`config.mk`:
```
export PLATFORM = sky130hd
export DESIGN_NAME = lpddr2_cmd_power
export DESIGN_NICKNAME = d
export VERILOG_FILES = /design/src/rtl/lpddr2_pkg.sv /design/src/rtl/access_fifo.sv /design/src/rtl/mode_reg_file.sv /design/src/rtl/lpddr2_cmd_power.sv
export VERILOG_INCLUDE_DIRS = /design/src /design/src/rtl
export SDC_FILE = /design/constraint.sdc
export NUM_CORES = 2
export LEC_CHECK = 0
export ABC_AREA = 1
export BUFFER_PORTS_ARGS = -buffer_cell sky130_fd_sc_hd__buf_2
export CAP_MARGIN = 20
export CORE_ASPECT_RATIO = 0.9
export CORE_MARGIN = 3
export CORE_UTILIZATION = 52
export CTS_BUF_LIST = sky130_fd_sc_hd__clkbuf_16
export DETAILED_ROUTE_END_ITERATION = 10
export PLACE_DENSITY_LB_ADDON = 0.2
export SETUP_SLACK_MARGIN = 0.4
export SLEW_MARGIN = 40
export SYNTH_ARGS = -nofsm -noshare
export SYNTH_HDL_FRONTEND = slang
export SYNTH_SLANG_ARGS = --single-unit
```
`constraint.sdc`:
```
create_clock -name SYS_CLK -period 2.9 [get_ports SYS_CLK]
set_input_delay 0.435 -clock SYS_CLK [delete_from_list [all_inputs] [get_ports SYS_CLK]]
set_output_delay 0.435 -clock SYS_CLK [all_outputs]
set_load 0.05 [all_outputs]
```
`src/rtl/lpddr2_params.svh`:
```
// constants for the low-power DDR2 command and power-state block
// assumes inclusion by bare name from every design file that needs it
`ifndef LPDDR2_PARAMS_SVH
`define LPDDR2_PARAMS_SVH

// ----------------------------------------------------------------------
// mode register space
// ----------------------------------------------------------------------
`define MRF_DEPTH          256
`define MR_ADDR_DEV_INFO   8'h00
`define MR_ADDR_FEATURE1   8'h01
`define MR_ADDR_MAKER      8'h05
`define MR_ADDR_REV1       8'h06
`define MR_ADDR_REV2       8'h07
`define MR_ADDR_CONFIG4    8'h08
`define MR_ADDR_CAL_A      8'h20
`define MR_ADDR_CAL_B      8'h28
`define MR1_RESET          8'h02

// ----------------------------------------------------------------------
// burst length codes held in the low bits of feature register 1
// ----------------------------------------------------------------------
`define BL_CODE_4          3'h2
`define BL_CODE_8          3'h3
`define BL_CODE_16         3'h4

// ----------------------------------------------------------------------
// burst engine and access queue
// ----------------------------------------------------------------------
`define PREFETCH_CYCLES    4'h2
`define ACC_FIFO_DEPTH     32

`endif

```
`src/rtl/lpddr2_pkg.sv`:
```
// types shared by the command and power-state block
// assumes nothing of its surroundings
package lpddr2_pkg;

    // --------------------------------------------------------------
    // power states of the die
    // --------------------------------------------------------------
    typedef enum logic [2:0] {
        PS_ACTIVE,
        PS_PD_PRE,
        PS_PD_ACT,
        PS_SREF,
        PS_DPD
    } pwr_state_t;

    // --------------------------------------------------------------
    // one queued read or write access
    // --------------------------------------------------------------
    typedef struct packed {
        logic       wr;
        logic       ap;
        logic [2:0] bank;
        logic [9:0] col;
    } access_t;

endpackage : lpddr2_pkg

```
`src/rtl/access_fifo.sv`:
```
// synchronous fifo between command decode and the burst engine
// assumes one clock; depth is a power of two
`timescale 1ns/10ps
module access_fifo #(
    parameter int WIDTH = 15,
    parameter int DEPTH = 32
) (
    input  wire logic             clk,
    input  wire logic             rst_n,
    input  wire logic             in_valid,
    output logic                  in_ready,
    input  wire logic [WIDTH-1:0] in_data,
    output logic                  out_valid,
    input  wire logic             out_ready,
    output logic      [WIDTH-1:0] out_data
);
    localparam int AW = $clog2(DEPTH);

    typedef struct packed {
        logic [DEPTH-1:0][WIDTH-1:0] mem;
        logic [AW:0]                 wr_ptr;
        logic [AW:0]                 rd_ptr;
    } fifo_state_t;

    fifo_state_t q;
    fifo_state_t next_q;
    logic        full;
    logic        empty;

    // extra pointer bit tells full from empty without a counter
    assign full      = (q.wr_ptr[AW] != q.rd_ptr[AW]) && (q.wr_ptr[AW-1:0] == q.rd_ptr[AW-1:0]);
    assign empty     = (q.wr_ptr == q.rd_ptr);
    assign in_ready  = !full;
    assign out_valid = !empty;
    assign out_data  = q.mem[q.rd_ptr[AW-1:0]];

    always_comb begin
        next_q = q;
        if (in_valid && !full) begin
            next_q.mem[q.wr_ptr[AW-1:0]] = in_data;
            next_q.wr_ptr = q.wr_ptr + (AW+1)'(1);
        end
        if (out_ready && !empty) begin
            next_q.rd_ptr = q.rd_ptr + (AW+1)'(1);
        end
    end

    always_ff @(posedge clk or negedge rst_n) begin
        if (!rst_n) begin
            q <= '0;
        end else begin
            q <= next_q;
        end
    end
endmodule : access_fifo

```
`src/rtl/mode_reg_file.sv`:
```
// mode register file: 256 byte-wide registers with per-address access type
// assumes write and read strobes are one-cycle pulses on the same clock
`timescale 1ns/10ps
`include "lpddr2_params.svh"
module mode_reg_file #(
    parameter logic [7:0] MAKER_CODE = 8'h5a,  // arbitrary value
    parameter logic [7:0] REV1_CODE  = 8'h01,  // arbitrary value
    parameter logic [7:0] REV2_CODE  = 8'h02   // arbitrary value
) (
    input  wire logic       clk,
    input  wire logic       rst_n,
    input  wire logic       wr_en,
    input  wire logic [7:0] wr_addr,
    input  wire logic [7:0] wr_data,
    input  wire logic       rd_en,
    input  wire logic [7:0] rd_addr,
    output logic      [7:0] rd_data,
    output logic            rd_valid,
    output logic      [7:0] mr1
);
    typedef struct packed {
        logic [`MRF_DEPTH-1:0][7:0] mem;
        logic [7:0]                 rd_data;
        logic                       rd_valid;
    } mrf_state_t;

    mrf_state_t q;
    mrf_state_t next_q;

    function automatic logic readable(input logic [7:0] a);
        readable = (a == `MR_ADDR_DEV_INFO) || (a == `MR_ADDR_MAKER) || (a == `MR_ADDR_REV1) ||
                   (a == `MR_ADDR_REV2) || (a == `MR_ADDR_CONFIG4) || (a == `MR_ADDR_CAL_A) ||
                   (a == `MR_ADDR_CAL_B);
    endfunction : readable

    assign rd_data  = q.rd_data;
    assign rd_valid = q.rd_valid;
    assign mr1      = q.mem[`MR_ADDR_FEATURE1];

    always_comb begin
        next_q = q;
        next_q.rd_valid = 1'b0;
        if (wr_en && !readable(wr_addr)) begin
            next_q.mem[wr_addr] = wr_data;
        end
        if (rd_en) begin
            next_q.rd_valid = 1'b1;
            next_q.rd_data  = readable(rd_addr) ? q.mem[rd_addr] : 8'h00;
        end
    end

    always_ff @(posedge clk or negedge rst_n) begin
        if (!rst_n) begin
            q <= '0;
            q.mem[`MR_ADDR_FEATURE1] <= `MR1_RESET;
            q.mem[`MR_ADDR_MAKER]    <= MAKER_CODE;
            q.mem[`MR_ADDR_REV1]     <= REV1_CODE;
            q.mem[`MR_ADDR_REV2]     <= REV2_CODE;
        end else begin
            q <= next_q;
        end
    end
endmodule : mode_reg_file

```
`src/rtl/lpddr2_cmd_power.sv`:
```
// command decode, bank tracking, burst engine and power states of the die
// assumes the command pins come from another domain and are synchronised here;
// the rising and falling halves of the command/address bus arrive as two buses
//
// Summary of operation
// - 256 byte registers, read-only or write-only access
// - self-refresh command with falling CKE enters if no bank is open
// - activate decoded from two bits only
// - read/write from three bits, RFU ignored
// - auto-precharge taken from falling bit 0
// - precharge all when AB set, else one
// - burst terminate cuts at prefetch boundary
// - power-down disables buffers, watches CKE
// - power-down class follows open banks
// - deep power-down drops array, contents lost
// - only rising CKE leaves low-power states
// - deselect or NOP does nothing
// - CKE low twice keeps current state
// - falling CKE picks power-down, self-refresh or deep power-down
// - bursts of four, eight, sixteen, wrapped
// - activate then access, bank and row
// - chip select and CKE on rising edge
// - auto-precharge closes bank after burst
`timescale 1ns/10ps
`include "lpddr2_params.svh"
module lpddr2_cmd_power (
    input  wire logic                    SYS_CLK,
    input  wire logic                    RST_N,
    input  wire logic                    CKE,
    input  wire logic                    CS_N,
    input  wire logic [9:0]              CA_RISE,
    input  wire logic [9:0]              CA_FALL,
    output lpddr2_pkg::pwr_state_t       POWER_STATE,
    output logic                         INPUT_BUF_EN,
    output logic                         ARRAY_POWER_EN,
    output logic                         CLK_STOP_OK,
    output logic                         CONTENTS_LOST,
    output logic [7:0]                   BANK_OPEN,
    output logic                         ACT_PULSE,
    output logic [2:0]                   ACT_BANK,
    output logic [13:0]                  ACT_ROW,
    output logic                         REFRESH_PULSE,
    output logic                         REFRESH_ALL,
    output logic [7:0]                   MRR_DATA,
    output logic                         MRR_VALID,
    output logic                         BURST_ACTIVE,
    output logic                         BURST_WRITE,
    output logic [2:0]                   BURST_BANK,
    output logic [9:0]                   BURST_COL,
    output logic                         FIFO_READY,
    output logic                         ACCESS_DROP
);
    import lpddr2_pkg::*;

    // ------------------------------------------------------------------
    // state
    // ------------------------------------------------------------------
    typedef struct packed {
        logic       cke_s1;
        logic       cke_s2;
        logic       cs_s1;
        logic       cs_s2;
        logic [9:0] car_s1;
        logic [9:0] car_s2;
        logic [9:0] caf_s1;
        logic [9:0] caf_s2;
        logic       cke_prev;
        pwr_state_t pstate;
        logic [7:0] bank_open;
        logic       busy;
        logic       b_wr;
        logic       b_ap;
        logic       b_stop;
        logic [2:0] b_bank;
        logic [9:0] b_base;
        logic [3:0] b_beat;
        logic       in_buf;
        logic       arr_pwr;
        logic       clk_ok;
        logic       lost;
        logic       act;
        logic [2:0] act_bank;
        logic [13:0] act_row;
        logic       ref_p;
        logic       ref_all;
        logic [7:0] mrr_data;
        logic       mrr_valid;
        logic [9:0] b_col;
        logic       fifo_rdy;
        logic       drop;
    } main_state_t;

    main_state_t q;
    main_state_t next_q;

    // decode strobes toward the mode register file and the queue
    logic        mrw_en;
    logic        mrr_en;
    logic [7:0]  mr_addr;
    logic [7:0]  mr1;
    logic [7:0]  mrf_data;
    logic        mrf_valid;
    logic        push;
    access_t     push_data;
    logic        fifo_in_ready;
    logic        fifo_out_valid;
    access_t     fifo_out_data;
    logic        pop;

    logic        cke_n;
    logic        cke_p;
    logic        c0;
    logic        c1;
    logic        c2;
    logic        c3;
    logic        nop_cmd;
    logic [3:0]  beats;
    logic [9:0]  wrap_mask;
    logic        last_beat;
    logic [3:0]  beat_nx;

    assign cke_n   = q.cke_s2;
    assign cke_p   = q.cke_prev;
    assign c0      = q.car_s2[0];
    assign c1      = q.car_s2[1];
    assign c2      = q.car_s2[2];
    assign c3      = q.car_s2[3];
    assign nop_cmd = q.cs_s2 || (c0 && c1 && c2);
    assign mr_addr = {q.caf_s2[1:0], q.car_s2[9:4]};

    // ------------------------------------------------------------------
    // burst length from feature register 1
    // ------------------------------------------------------------------
    // programmed length four, eight, sixteen
    always_comb begin
        case (mr1[2:0])
            `BL_CODE_8: begin
                beats     = 4'h4;
                wrap_mask = 10'h007;
            end
            `BL_CODE_16: begin
                beats     = 4'h8;
                wrap_mask = 10'h00f;
            end
            default: begin
                beats     = 4'h2;
                wrap_mask = 10'h003;
            end
        endcase
    end

    // two columns per clock; a prefetch boundary every two clocks
    assign beat_nx   = 4'(q.b_beat + 4'h1);
    // stop only on a prefetch boundary
    assign last_beat = (beat_nx == beats) ||
                       (q.b_stop && (beat_nx[0] == 1'b0) && (beat_nx >= `PREFETCH_CYCLES));
    assign pop       = !q.busy;

    always_comb begin
        next_q = q;
        // pins pass two flops before use
        next_q.cke_s1   = CKE;
        next_q.cke_s2   = q.cke_s1;
        next_q.cs_s1    = CS_N;
        next_q.cs_s2    = q.cs_s1;
        next_q.car_s1   = CA_RISE;
        next_q.car_s2   = q.car_s1;
        next_q.caf_s1   = CA_FALL;
        next_q.caf_s2   = q.caf_s1;
        next_q.cke_prev = cke_n;
        next_q.lost     = 1'b0;
        next_q.act      = 1'b0;
        next_q.ref_p    = 1'b0;
        next_q.drop     = 1'b0;
        next_q.mrr_data  = mrf_valid ? mrf_data : q.mrr_data;
        next_q.mrr_valid = mrf_valid;
        next_q.fifo_rdy  = fifo_in_ready;
        mrw_en    = 1'b0;
        mrr_en    = 1'b0;
        push      = 1'b0;
        push_data = '0;

        // --------------------------------------------------------------
        // burst engine
        // --------------------------------------------------------------
        if (q.busy) begin
            next_q.b_beat = beat_nx;
            if (last_beat) begin
                next_q.busy   = 1'b0;
                next_q.b_stop = 1'b0;
                if (q.b_ap) begin
                    next_q.bank_open[q.b_bank] = 1'b0;
                end
            end
        end else if (fifo_out_valid) begin
            next_q.busy   = 1'b1;
            next_q.b_wr   = fifo_out_data.wr;
            next_q.b_ap   = fifo_out_data.ap;
            next_q.b_bank = fifo_out_data.bank;
            next_q.b_base = fifo_out_data.col;
            next_q.b_beat = 4'h0;
            next_q.b_stop = 1'b0;
        end
        next_q.b_col = (next_q.b_base & ~wrap_mask) |
                       (10'(next_q.b_base + {5'h00, next_q.b_beat, 1'b0}) & wrap_mask);

        // --------------------------------------------------------------
        // power states and command decode
        // --------------------------------------------------------------
        case (q.pstate)
            PS_ACTIVE: begin
                if (cke_p && !cke_n) begin
                    // falling CKE chooses the low-power state
                    if (!q.cs_s2 && !c0 && !c1 && c2 && c3 && (q.bank_open == 8'h00)) begin
                        next_q.pstate = PS_SREF;
                    end else if (!q.cs_s2 && c0 && c1 && !c2) begin
                        next_q.pstate    = PS_DPD;
                        next_q.bank_open = 8'h00;
                        next_q.lost      = 1'b1;
                    end else begin
                        next_q.pstate = (q.bank_open == 8'h00) ? PS_PD_PRE : PS_PD_ACT;
                    end
                end else if (cke_p && cke_n && !nop_cmd) begin
                    if (!c0 && !c1 && !c2 && !c3) begin
                        mrw_en = 1'b1;
                    end else if (!c0 && !c1 && !c2 && c3) begin
                        mrr_en = 1'b1;
                    end else if (!c0 && !c1 && c2) begin
                        next_q.ref_p   = 1'b1;
                        next_q.ref_all = c3;
                    end else if (!c0 && c1) begin
                        // activate uses CA0 and CA1 only
                        next_q.act      = 1'b1;
                        next_q.act_bank = q.car_s2[9:7];
                        next_q.act_row  = {q.caf_s2[8], q.car_s2[6:2], q.caf_s2[7:0]};
                        next_q.bank_open[q.car_s2[9:7]] = 1'b1;
                    end else if (c0 && !c1) begin
                        push           = 1'b1;
                        push_data.wr   = !c2;
                        push_data.ap   = q.caf_s2[0];
                        push_data.bank = q.car_s2[9:7];
                        push_data.col  = {q.caf_s2[7:1], q.car_s2[6:5], 1'b0};
                        // a full queue loses the access; the flag tells the host
                        next_q.drop    = !fifo_in_ready;
                    end else if (c0 && c1 && !c2 && c3) begin
                        if (q.car_s2[4]) begin
                            next_q.bank_open = 8'h00;
                        end else begin
                            next_q.bank_open[q.car_s2[9:7]] = 1'b0;
                        end
                    end else begin
                        if (next_q.busy && !next_q.b_ap) begin
                            next_q.b_stop = 1'b1;
                        end
                    end
                end
            end
            PS_PD_PRE, PS_PD_ACT, PS_SREF, PS_DPD: begin
                // CKE low twice holds the state
                if (!cke_p && cke_n) begin
                    next_q.pstate = PS_ACTIVE;
                end
            end
            default: begin
                next_q.pstate = PS_ACTIVE;
            end
        endcase

        next_q.in_buf  = (next_q.pstate == PS_ACTIVE);
        next_q.arr_pwr = (next_q.pstate != PS_DPD);
        next_q.clk_ok  = (next_q.pstate == PS_PD_PRE) || (next_q.pstate == PS_PD_ACT);
    end

    always_ff @(posedge SYS_CLK or negedge RST_N) begin
        if (!RST_N) begin
            q         <= '0;
            q.in_buf  <= 1'b1;
            q.arr_pwr <= 1'b1;
        end else begin
            q <= next_q;
        end
    end

    // ------------------------------------------------------------------
    // leaves
    // ------------------------------------------------------------------
    // mode register read and write
    mode_reg_file u_mrf (
        .clk      (SYS_CLK),
        .rst_n    (RST_N),
        .wr_en    (mrw_en),
        .wr_addr  (mr_addr),
        .wr_data  (q.caf_s2[9:2]),
        .rd_en    (mrr_en),
        .rd_addr  (mr_addr),
        .rd_data  (mrf_data),
        .rd_valid (mrf_valid),
        .mr1      (mr1)
    );

    access_fifo #(
        .WIDTH ($bits(access_t)),
        .DEPTH (`ACC_FIFO_DEPTH)
    ) u_fifo (
        .clk       (SYS_CLK),
        .rst_n     (RST_N),
        .in_valid  (push),
        .in_ready  (fifo_in_ready),
        .in_data   (push_data),
        .out_valid (fifo_out_valid),
        .out_ready (pop),
        .out_data  (fifo_out_data)
    );

    assign POWER_STATE    = q.pstate;
    assign INPUT_BUF_EN   = q.in_buf;
    assign ARRAY_POWER_EN = q.arr_pwr;
    assign CLK_STOP_OK    = q.clk_ok;
    assign CONTENTS_LOST  = q.lost;
    assign BANK_OPEN      = q.bank_open;
    assign ACT_PULSE      = q.act;
    assign ACT_BANK       = q.act_bank;
    assign ACT_ROW        = q.act_row;
    assign REFRESH_PULSE  = q.ref_p;
    assign REFRESH_ALL    = q.ref_all;
    assign MRR_DATA       = q.mrr_data;
    assign MRR_VALID      = q.mrr_valid;
    assign BURST_ACTIVE   = q.busy;
    assign BURST_WRITE    = q.b_wr;
    assign BURST_BANK     = q.b_bank;
    assign BURST_COL      = q.b_col;
    assign FIFO_READY     = q.fifo_rdy;
    assign ACCESS_DROP    = q.drop;
endmodule : lpddr2_cmd_power

```
==> flow_summary_export.csv <==
group,metric,value,unit
worst_setup_path,cp_slowest_stage_delay,0.54,ns
worst_setup_path,cp_max_fo,14,
clock_tree,cts_tree,"yes",
global_routing,grt_pass1_vias,41500,
global_routing,grt_usage,0.317,
worst_setup_path,crit_type,"reg2reg",
worst_setup_path,crit_buf_inv,6,
logic_synthesis,synth-async-reset-ratio,1.00,
timing,worst_hold_slack,0.292,ns
floorplan,ios,85,
detailed_routing,dr_total_vias,44900,
timing,rsz0062_at_grt,"true",
logic_synthesis,synth_nets,6461,
layout,final_nets,6428,
power_and_ir_drop,p_int,28.8,mW
layout,fill_cells,8564,
placement,place_area,54200,um^2
worst_setup_path,start_kind,"flop",
detailed_routing,wl_met3,18500,um
power_and_ir_drop,netSwitchingFraction,0.346,
clock_tree,cts.sinks,1159,
detailed_routing,vias_per_cell,5.73,
worst_setup_path,slowest_stage,"dfrtp_4",
hold_path,hold_path.class,"in2async",
logic_synthesis,synthTopCellsByCount,"nand2_1, o21ai_0, dfrtp_1",
status,status,"finished clean",
floorplan,die-area,104000,um^2
placement,gp_congestion,0.933,
placement,io_buffers,83,
global_routing,grt_pass1_wl,256000,um
logic_synthesis,ys_ff_latch,1159,
worst_setup_path,critical_path_arrival,3.23,ns
timing,tightestPinTransition,0.811,ns
logic_synthesis,synth_area,51900,um^2
worst_setup_path,cp_common_cell,"nand2_1",
detailed_routing,wl_met2,67500,um
logic_synthesis,post-synth-top-count-cell,"nand2_1",
global_routing,grt_max_degree,113,
layout,area_growth,15.0,%
clock_tree,clock_insertion_delay_worst_skew,0.71,ns
floorplan,die_width,339,um
logic_synthesis,ys_types,42,
power_and_ir_drop,p_per_area,737,nW/um^2
power_and_ir_drop,power_frac_seq,0.385,
layout,fin_util,0.605,
floorplan,core_area,98600,um^2
global_routing,grt_overflow,0,
clock_tree,cts_root_buf,"clkbuf_16",
layout,multiInputGateArea,20100,um^2
timing,relSlewSlack,0.460,
power_and_ir_drop,p_comb_frac,0.275,
detailed_routing,ant_nets,0,
worst_setup_path,required,3.51,ns
power_and_ir_drop,p_switching,15.2,mW
logic_synthesis,yosys.area.top_type,"dfrtp_1",
clock_tree,cts_buffer_depth,3,
power_and_ir_drop,power.leakage,28.5,nW
logic_synthesis,synth_edf_count,0,
placement,hpwl,105000,um
power_and_ir_drop,ir_drop,562,uV
power_and_ir_drop,total_power,44.0,mW
timing,setup-tns-final,0,ns
power_and_ir_drop,clkPwrFrac,0.340,
floorplan,fp.dieH,306,um
clock_tree,cts_buffers,116,
detailed_routing,top_layer_used,"met5",
global_routing,antenna_found_initial,7,
logic_synthesis,synth_top_area_share,0.554,
logic_synthesis,ys.flop_type,"dfrtp_1",
timing,fmax,382,MHz
timing,fin_crit,2.62,ns
timing,hold_viol,0,
worst_setup_path,path_delay_family,"simple AND/OR/NAND/NOR gates",
layout,regArea,29000,um^2
clock_tree,cts.clk_slew.worst_paths,0.06,ns
timing,finalSetupViolations,0,
worst_setup_path,path_cells,"inv_4, buf_4, bufbuf_16, buf_4, o21ai_0, o21ai_0, nand2_1, nand2_1, nor2_2, nand2_1, nand3_1, nand2_2, inv_1, nand2_1, nand2_1, inv_1",
logic_synthesis,synth_warnings,0,
detailed_routing,met1_length,76100,um
logic_synthesis,avgSynthCellArea,8.07,um^2
layout,drive_above_1_share,0.119,
timing,fin_skew,0.0228,ns
logic_synthesis,synthCells,6429,
worst_setup_path,cp-end-kind,"flop",
layout,final_area,59700,um^2
timing,fin_crit_sh,0.903,
floorplan,initial_core_util,0.526,
detailed_routing,drt_wl_total,166000,um
detailed_routing,firstDrtPassIters,6,
run,max_cap_viol_count,0,
logic_synthesis,ys_seq_area_frac,0.559,
detailed_routing,drc,0,
timing,slew_violations,0,
detailed_routing,route.detailed.wl_per_inst,21.3,um
detailed_routing,first_iter_violations,5970,
logic_synthesis,synth.area.top_cells,"dfrtp_1, nand2_1, o21ai_0, nor2_1, clkbuf_1",
clock_tree,htreeDepth,3,
floorplan,row_count,109,
-- cells by family after synthesis --
| kind of cell | count (synthesis) | share of synthesized area |
|---|---|---|
| AND/OR/NAND/NOR | 3033 | 0.229 |
| XOR/XNOR | 18 | 0.00304 |
| multiplexers | 9 | 0.00195 |
| other | 1 | 0.0000722 |
| AO/OA/AOI/OAI | 1422 | 0.144 |
| adder cells (fa/ha/maj) | 8 | 0.00207 |
| buffers and inverters | 779 | 0.0616 |
| flip-flops | 1159 | 0.559 |
-- power groups by stage --
stage | Clock (mW) | Sequential [mW] | Combinational, mW
5_1_grt | 15.8 | 17.0 | 13.0
3_3_place_gp | 0 | 17.2 | 10.7
2_1_floorplan | 0 | 17.2 | 6.78
3_5_place_dp | 0 | 17.2 | 10.7
6_report | 14.9 | 16.9 | 12.1
4_1_cts | 15.1 | 16.9 | 11.4
-- metrics by stage --
stage	setup slack (ns)	instances
floorplan	0.327	6429
global placement	0.136	7515
detailed placement	0.124	7516
CTS	0.330	7794
global route	0.131	7828
finish	0.281	7832
-- layout make-up --
cell class / count / area share
clock inverter: 100 / 0.0130
timing repair buffer: 470 / 0.0757
clock buffer: 117 / 0.0490
antenna: 5 / 0.000210
multi-input combinational: 4491 / 0.337
tap: 1332 / 0.0279
inverter: 157 / 0.0106
timing repair inverter: 1 / 0.000105
sequential: 1159 / 0.486
-- final timing paths --
kind	from	to	slack, ns	depth (start not counted)
worst max-delay path	u_fifo.q[0]	BURST_COL[3]	0.28	16
worst min-delay path	RST_N	u_mrf.q[393]	0.29	2
worst max register to register	u_fifo.q[0]	BURST_COL[3]	0.28	16
worst min register to register	next_q[82]	q[82]	0.34	0
max in group asynchronous	RST_N	u_fifo.q[165]	1.50	3
min in group SYS_CLK	next_q[82]	q[82]	0.34	0
-- cells in the final DEF (no fill, tap or decap), types with 8 or more instances in the layout --
cell type and instances:
clkbuf_16 124, nor3_1 9, clkinv_2 25, dlygate4sd3_1 23, buf_6 42, dfstp_2 9, clkinvlp_4 9, o21ai_0 1233
o22ai_1 83, a21oi_1 16, o221ai_1 42, buf_2 82, xor2_1 14, inv_1 157, nand4_1 62, mux2_2 9
inv_2 10, o211ai_1 14, nand3_2 9, nor2_2 22, nand2_1 1720, nand3_1 91, nand2_4 14, buf_12 42
dfrtp_1 1144, nand2_2 32, buf_4 253, nor2_1 1035, buf_8 8, nor2_4 17, bufinv_16 12, buf_16 10
o21ai_1 13, clkinv_1 32
-- timing repair --
action	in CTS	in global routing
gates resized for setup	43	152
endpoints found under the setup margin	546	765
setup buffers	32	26
gates cloned	6	7
hold endpoints to repair	49	0
hold buffers	23	0
pin swaps	20	28
-- per-layer routing --
layer  track usage  up-vias
li1              -    20600
met3        0.0726      270
met1         0.500    21800
met4        0.0890        2
met2         0.434     2214
met5             0        -
-- registers in the layout, indices dropped and copies added (netlist names), 8 cells and up --
register / cells
u_mrf.q: 568
BURST_COL: 8
u_mrf.rd_data: 8
q: 19
next_q: 22
MRR_DATA: 8
mr_addr: 8
u_fifo.q: 460
ACT_ROW: 14
BANK_OPEN: 8
u_mrf.mr1: 8
Power figures use the tool's default switching activity.
